<file path="config.mk">
export PLATFORM = sky130hd
export DESIGN_NAME = seh_front
export DESIGN_NICKNAME = d
export VERILOG_FILES = /design/src/rtl/seh_pkg.sv /design/src/rtl/seh_sync.sv /design/src/rtl/seh_front.sv
export VERILOG_INCLUDE_DIRS = /design/src /design/src/rtl
export SDC_FILE = /design/constraint.sdc
export NUM_CORES = 1
export LEC_CHECK = 0
export BUFFER_PORTS_ARGS = -buffer_cell sky130_fd_sc_hd__buf_2
export CAP_MARGIN = 0
export CORE_UTILIZATION = 40
export DETAILED_ROUTE_END_ITERATION = 10
export MAX_ROUTING_LAYER = met4
export PLACE_DENSITY_LB_ADDON = 0.3
export SLEW_MARGIN = 20
export SYNTH_ARGS = -nofsm -noshare
export SYNTH_HDL_FRONTEND = slang
export SYNTH_HIERARCHICAL = 1
export SYNTH_SLANG_ARGS = --single-unit
export TNS_END_PERCENT = 10
</file>
<file path="constraint.sdc">
create_clock -name SYS_CLK -period 2.54 [get_ports SYS_CLK]
set_input_delay 0.381 -clock SYS_CLK [delete_from_list [all_inputs] [get_ports SYS_CLK]]
set_output_delay 0.381 -clock SYS_CLK [all_outputs]
set_load 0.1 [all_outputs]
</file>
<file path="src/rtl/seh_map.svh">
// Constants for the SPI EEPROM serial front end
`ifndef SEH_MAP_SVH
`define SEH_MAP_SVH
`define SEH_WORDS       262144
`define SEH_WORD_BITS   8
`define SEH_ADDR_BITS   18
`define SEH_BITCNT_W    3
`define SEH_BIT_MSB     3'h7
`endif

</file>
<file path="src/rtl/seh_pkg.sv">
// Types for the SPI EEPROM serial front end
package seh_pkg;
   typedef enum logic [1:0] {
      SEH_IDLE,
      SEH_ACTIVE,
      SEH_HELD
   } seh_state_t;
endpackage

</file>
<file path="src/rtl/seh_sync.sv">
// Two-flop synchroniser with edge detection on the synchronised side
`timescale 1ns/1ns
`default_nettype none
module seh_sync #(
   parameter int W = 4
) (
   input  wire logic         clk,
   input  wire logic         rst,
   input  wire logic [W-1:0] d,
   output var  logic [W-1:0] q,
   output var  logic [W-1:0] q_prev
);
   logic [W-1:0] s1_r;
   logic [W-1:0] s1_nxt;
   logic [W-1:0] s2_nxt;
   logic [W-1:0] s3_nxt;

   always_comb begin
      s1_nxt = d;
      s2_nxt = s1_r;
      s3_nxt = q;
   end

   // Reset to idle levels: select and suspend high
   always_ff @(posedge clk) begin
      if (rst) begin
         s1_r   <= {W{1'b1}};
         q      <= {W{1'b1}};
         q_prev <= {W{1'b1}};
      end else begin
         s1_r   <= s1_nxt;
         q      <= s2_nxt;
         q_prev <= s3_nxt;
      end
   end
endmodule
`default_nettype wire

</file>
<file path="src/rtl/seh_front.sv">
// Serial front end: bit sampling, bit shifting and suspend
// Notes on behaviour
// RL1 - Serial input bits are taken on each rising clock edge.
// RL2 - Serial output changes after each falling clock edge.
// RL3 - Suspend low while selected pauses the transfer, keeping all state; resumed at a byte boundary, output stays released until the next falling edge.
// RL4 - Master lowers suspend only while the serial clock is low.
// RL5 - Master raises suspend only with clock low; edges meanwhile are ignored.
// RL6 - While suspended, input is ignored and output is released.
// RL7 - Array holds 262144 bytes; the address steps by one for each byte after the first in a transfer.
// RL8 - Only active while select is low; otherwise input ignored, output released.
// RL9 - Modes 0 and 3 accepted; clock idle level equal before and after; in mode 0 the first output byte comes one bit late.
// RL10 - Bytes shift most significant bit first.
`timescale 1ns/1ns
`default_nettype none
`include "seh_map.svh"
module seh_front (
   input  wire logic                      SYS_CLK,
   input  wire logic                      RST,
   input  wire logic                      SCK,
   input  wire logic                      CS_N,
   input  wire logic                      SI,
   input  wire logic                      HOLD_N,
   input  wire logic [`SEH_WORD_BITS-1:0] TX_BYTE,
   output logic                           SO_O,
   output logic                           SO_OE,
   output logic [`SEH_WORD_BITS-1:0]      RX_BYTE,
   output logic                           RX_VALID,
   output logic                           TX_LOAD,
   output logic [`SEH_ADDR_BITS-1:0]      WORD_ADDR,
   output logic                           SELECTED,
   output logic                           SUSPENDED
);
   // ----------------------------------------
   // Input synchronisation
   // ----------------------------------------
   logic [3:0] pin_q;
   logic [3:0] pin_p;

   seh_sync #(.W(4)) u_sync (
      .clk    (SYS_CLK),
      .rst    (RST),
      .d      ({SCK, CS_N, SI, HOLD_N}),
      .q      (pin_q),
      .q_prev (pin_p)
   );

   logic sck_s;
   logic cs_n_s;
   logic si_s;
   logic hold_n_s;
   logic sck_rise;
   logic sck_fall;
   always_comb begin
      sck_s    = pin_q[3];
      cs_n_s   = pin_q[2];
      si_s     = pin_q[1];
      hold_n_s = pin_q[0];
      sck_rise = sck_s & ~pin_p[3];                                     // RL9
      sck_fall = ~sck_s & pin_p[3];                                     // RL9
   end

   // ----------------------------------------
   // Sequence state
   // ----------------------------------------
   seh_pkg::seh_state_t            st_r, st_nxt;
   logic [`SEH_BITCNT_W-1:0]       bcnt_r, bcnt_nxt;
   logic [`SEH_WORD_BITS-1:0]      rsh_r, rsh_nxt;
   logic [`SEH_WORD_BITS-1:0]      tsh_r, tsh_nxt;
   logic [`SEH_ADDR_BITS-1:0]      addr_r, addr_nxt;
   logic                           so_r, so_nxt;
   logic                           oe_r, oe_nxt;
   logic                           rxv_r, rxv_nxt;
   logic                           ld_r, ld_nxt;
   logic [`SEH_WORD_BITS-1:0]      rxb_r, rxb_nxt;
   logic                           first_r, first_nxt;
   logic                           sel_r, sel_nxt;
   logic                           susp_r, susp_nxt;

   always_comb begin
      st_nxt    = st_r;
      bcnt_nxt  = bcnt_r;
      rsh_nxt   = rsh_r;
      tsh_nxt   = tsh_r;
      addr_nxt  = addr_r;
      so_nxt    = so_r;
      oe_nxt    = oe_r;
      rxv_nxt   = 1'b0;
      ld_nxt    = 1'b0;
      rxb_nxt   = rxb_r;
      first_nxt = first_r;
      if (cs_n_s) begin
         // Deselect ends the sequence; state restarts on next select
         st_nxt   = seh_pkg::SEH_IDLE;                                  // RL8
         oe_nxt   = 1'b0;                                               // RL8
         bcnt_nxt = '0;
         first_nxt = 1'b1;
      end else begin
         case (st_r)
            seh_pkg::SEH_IDLE: begin
               st_nxt  = seh_pkg::SEH_ACTIVE;
               tsh_nxt = TX_BYTE;
            end
            seh_pkg::SEH_ACTIVE: begin
               // Suspend only honoured with clock low; master keeps to that
               if (!hold_n_s && !sck_s) begin
                  st_nxt = seh_pkg::SEH_HELD;                           // RL3 RL4
                  oe_nxt = 1'b0;                                        // RL6
               end else begin
                  if (sck_rise) begin
                     rsh_nxt  = {rsh_r[`SEH_WORD_BITS-2:0], si_s};      // RL1 RL10
                     bcnt_nxt = bcnt_r + 3'h1;
                     if (bcnt_r == `SEH_BIT_MSB) begin
                        rxb_nxt   = {rsh_r[`SEH_WORD_BITS-2:0], si_s};
                        rxv_nxt   = 1'b1;
                        ld_nxt    = 1'b1;
                        tsh_nxt   = TX_BYTE;
                        first_nxt = 1'b0;
                        if (!first_r) begin
                           addr_nxt = addr_r + 18'h00001;               // RL7
                        end
                     end
                  end
                  if (sck_fall) begin
                     so_nxt  = tsh_r[`SEH_WORD_BITS-1];                 // RL2 RL10
                     tsh_nxt = {tsh_r[`SEH_WORD_BITS-2:0], 1'b0};
                     oe_nxt  = 1'b1;
                  end
               end
            end
            seh_pkg::SEH_HELD: begin
               oe_nxt = 1'b0;                                           // RL6
               if (hold_n_s && !sck_s) begin
                  st_nxt = seh_pkg::SEH_ACTIVE;                         // RL5
                  oe_nxt = bcnt_r != 3'h0;
               end
            end
            default: st_nxt = seh_pkg::SEH_IDLE;
         endcase
      end
      // Flags registered so every port comes from a flop
      sel_nxt  = st_nxt != seh_pkg::SEH_IDLE;                            // RL8
      susp_nxt = st_nxt == seh_pkg::SEH_HELD;                            // RL3
   end

   always_ff @(posedge SYS_CLK) begin
      if (RST) begin
         st_r    <= seh_pkg::SEH_IDLE;
         bcnt_r  <= '0;
         rsh_r   <= '0;
         tsh_r   <= '0;
         addr_r  <= '0;
         so_r    <= 1'b0;
         oe_r    <= 1'b0;
         rxv_r   <= 1'b0;
         ld_r    <= 1'b0;
         rxb_r   <= '0;
         first_r <= 1'b1;
         sel_r   <= 1'b0;
         susp_r  <= 1'b0;
      end else begin
         st_r    <= st_nxt;
         bcnt_r  <= bcnt_nxt;
         rsh_r   <= rsh_nxt;
         tsh_r   <= tsh_nxt;
         addr_r  <= addr_nxt;
         so_r    <= so_nxt;
         oe_r    <= oe_nxt;
         rxv_r   <= rxv_nxt;
         ld_r    <= ld_nxt;
         rxb_r   <= rxb_nxt;
         first_r <= first_nxt;
         sel_r   <= sel_nxt;
         susp_r  <= susp_nxt;
      end
   end

   always_comb begin
      SO_O      = so_r;
      SO_OE     = oe_r;
      RX_BYTE   = rxb_r;
      RX_VALID  = rxv_r;
      TX_LOAD   = ld_r;
      WORD_ADDR = addr_r;
      SELECTED  = sel_r;
      SUSPENDED = susp_r;
   end
endmodule
`default_nettype wire

</file>
==> summary.txt <==
Routing
  • WL final: 5150 um
  • Routed len/inst: 12.6 um
  • Via count: 2,104
  • Routed Antenna Nets: 0
  • Vias per cell: 5.13
  • Drt pass-1 iters: 4
  • DR iter-0 viols: 83
  • Post-route DRC: 0

Synth
  • Post-synthesis cell count: 283
  • Yosys Warn Count: 6
  • Syn nets: 303
  • Cell Area, Synth: 2550 um^2
  • Syn avg cell area: 9.01 um^2

Job
  • Max Cap Viol: 0

Place
  • Placed Cells incl. Taps: 394
  • Final Wtd Congestion: 0.811
  • Placed wire-length estimate: 3530 um
  • Placed cell areas: 2860 um^2
  • Port Buffer Count: 45
  • Setup slack at placement: 0.202 ns

Setup path
  • Worst-path maximum fanout: 4
  • Slowest cell on crit path: or4_4
  • Worst setup SP type: flip-flop
  • Setup CP Type: flip-flop to flip-flop
  • CP dominant cell by count: ha_1
  • Critical Path AT: 2.54 ns
  • Worst Path Required: 2.76 ns
  • Setup crit end kind: flip-flop
  • Crit path cell chain: ha_1 > ha_1 > nand4bb_1 > or4_4 > or4_1 > mux2_1
  • R2R Path Start: bcnt_r[0]$_SDFFE_PP0P_
  • RR Endpoint: WORD_ADDR[16]$_SDFFE_PP0P_
  • Max incr delay on CP: 0.53 ns
  • FF-to-FF setup slack: 0.22 ns
  • Worst-case reg-to-reg path depth: 6

Min path
  • Worst Hold Depth: 2
  • Worst min path class: input port to flip-flop
  • Hold Startpoint: CS_N
  • Min-Delay Endpoint: u_sync/s1_r[2]$_SDFF_PP1_

Clock tree
  • Post-CTS Setup Bufs: 0
  • CTS max path bufs: 2
  • TritonCTS buffer count: 9
  • CTS tree: built
  • CTS Root Cell: clkbuf_8
  • Clk slew on worst S/H paths: 0.07 ns
  • Hold_buf cts: 0
  • H-tree depth: 3
  • CTS sink cnt: 61
  • # resized after CTS: 0
  • Clk Latency, worst-skew pair: 0.34 ns

Finish
  • Register area: 1230 um^2
  • Filler Cells Inserted: 598
  • Ant. Diodes: 0
  • Multi-input logic area: 1220 um^2
  • Area grow syn2layout: 20.4%
  • Share of post-route cells with drive strength above 1: 23.6%
  • Fin area: 3070 um^2
  • Fin cells: 410
  • Final net count: 350
  • Final core area utilization: 51.0%

Timing
  • Min Hold Slack: 0.214 ns
  • Skew final: 0.00574 ns
  • Fmax: 431 MHz
  • Setup ws final: 0.219 ns
  • Rel. slew slack: 61.7%
  • Fin. Hold Viols: 0
  • Max-slew violation count: 0
  • Tmin final: 2.32 ns
  • Slew @ Worst Pin: 0.573 ns
  • Setup TNS: 0 ns
  • Crit share post-route: 91.4%
  • Final setup fails: 0
  • Unrepaired setup endpoints after global routing: false

Global route
  • Gr ovfl total: 0
  • Vias in the first global route: 1,929
  • First-pass GRT wire length: 8710 um
  • Total GRT Usage: 17.8%
  • Largest net degree at the start of global routing: 26
  • Initial antenna violation count: 0

Floorplanning
  • Initial Utilization: 42.3%
  • Row Count: 28
  • Die Width: 81.8 um
  • Core Box Area: 6030 um^2
  • Die height: 81.8 um
  • Die area: 6700 um^2
  • IO Count: 46

Pwr
  • Total power: 1.93 mW
  • Power Dens Cells: 630 nW/um^2
  • Pleak: 1.26 nW
  • Maximum vdd ir drop: 0.400 mV

Run status
  • Status: complete, no violations
cell usage in the layout (no fill, tap or decap), drive strengths merged, types with 3 or more instances in the layout:
cell type and count:
nand2 22, or2 13, o41ai 4, o21ai 7, mux2i 17, dfxtp 61, nor4 6, nand4 5
nor3 4, clkbuf 13, nand3b 3, a211oi 7, nor2 34, nand3 3, or4 4, ha 6
inv 11, buf 51, xnor2 8, a21oi 30, nand4b 5
report_power, final:
group,total (mW),switching [mW],internal (mW)
logic,0.0603,0.0350,0.0252
registers,0.978,0.00838,0.970
clock network,0.895,0.363,0.532
total,1.93,0.407,1.53
flip-flops by register name (all words and copies together) (netlist names), 2 cells and up:
register     count
RX_BYTE          8
WORD_ADDR       18
bcnt_r           3
rsh_r            7
st_r             2
tsh_r            8
u_sync/q         4
u_sync/s1_r      4
how the worst max path moves through the flow:
stage	from	to	slack, ns	cells after the start
after floorplan	WORD_ADDR[2]$_SDFFE_PP0P_	WORD_ADDR[16]$_SDFFE_PP0P_	0.03	4
after global placement	bcnt_r[0]$_SDFFE_PP0P_	WORD_ADDR[16]$_SDFFE_PP0P_	0.26	6
after detailed placement	bcnt_r[0]$_SDFFE_PP0P_	WORD_ADDR[16]$_SDFFE_PP0P_	0.20	6
after CTS	bcnt_r[0]$_SDFFE_PP0P_	WORD_ADDR[16]$_SDFFE_PP0P_	0.19	6
after global routing	bcnt_r[0]$_SDFFE_PP0P_	WORD_ADDR[16]$_SDFFE_PP0P_	0.07	6
final	bcnt_r[0]$_SDFFE_PP0P_	WORD_ADDR[16]$_SDFFE_PP0P_	0.22	6
critical path, delay by kind of cell, from the launching register on:
| family | cells | cell delay, ns |
|---|---|---|
| mux | 1 | 0.31 |
| flops | 1 | 0.37 |
| simple gates | 3 | 1.17 |
| fa+ha+maj | 2 | 0.37 |
layout make-up:
cell class              instances  share of cell area [%]
multi-input cells             196                    39.9
well taps                      75                    3.06
clock buffers                  13                    5.50
flip-flops and latches         61                    40.0
repair buffers                 51                    8.80
inverters                      11                    1.34
clock inverters                 3                    1.39
layer usage:
metal  GRT usage (%)  vias to the layer above  wire length, um
met1            21.0                      970             2460
met5               -                        -                0
met4            8.25                        0               51
li1                -                     1079                -
met2            26.9                       47             2400
met3            6.44                        8              242
(Power assumes the default switching activity.)
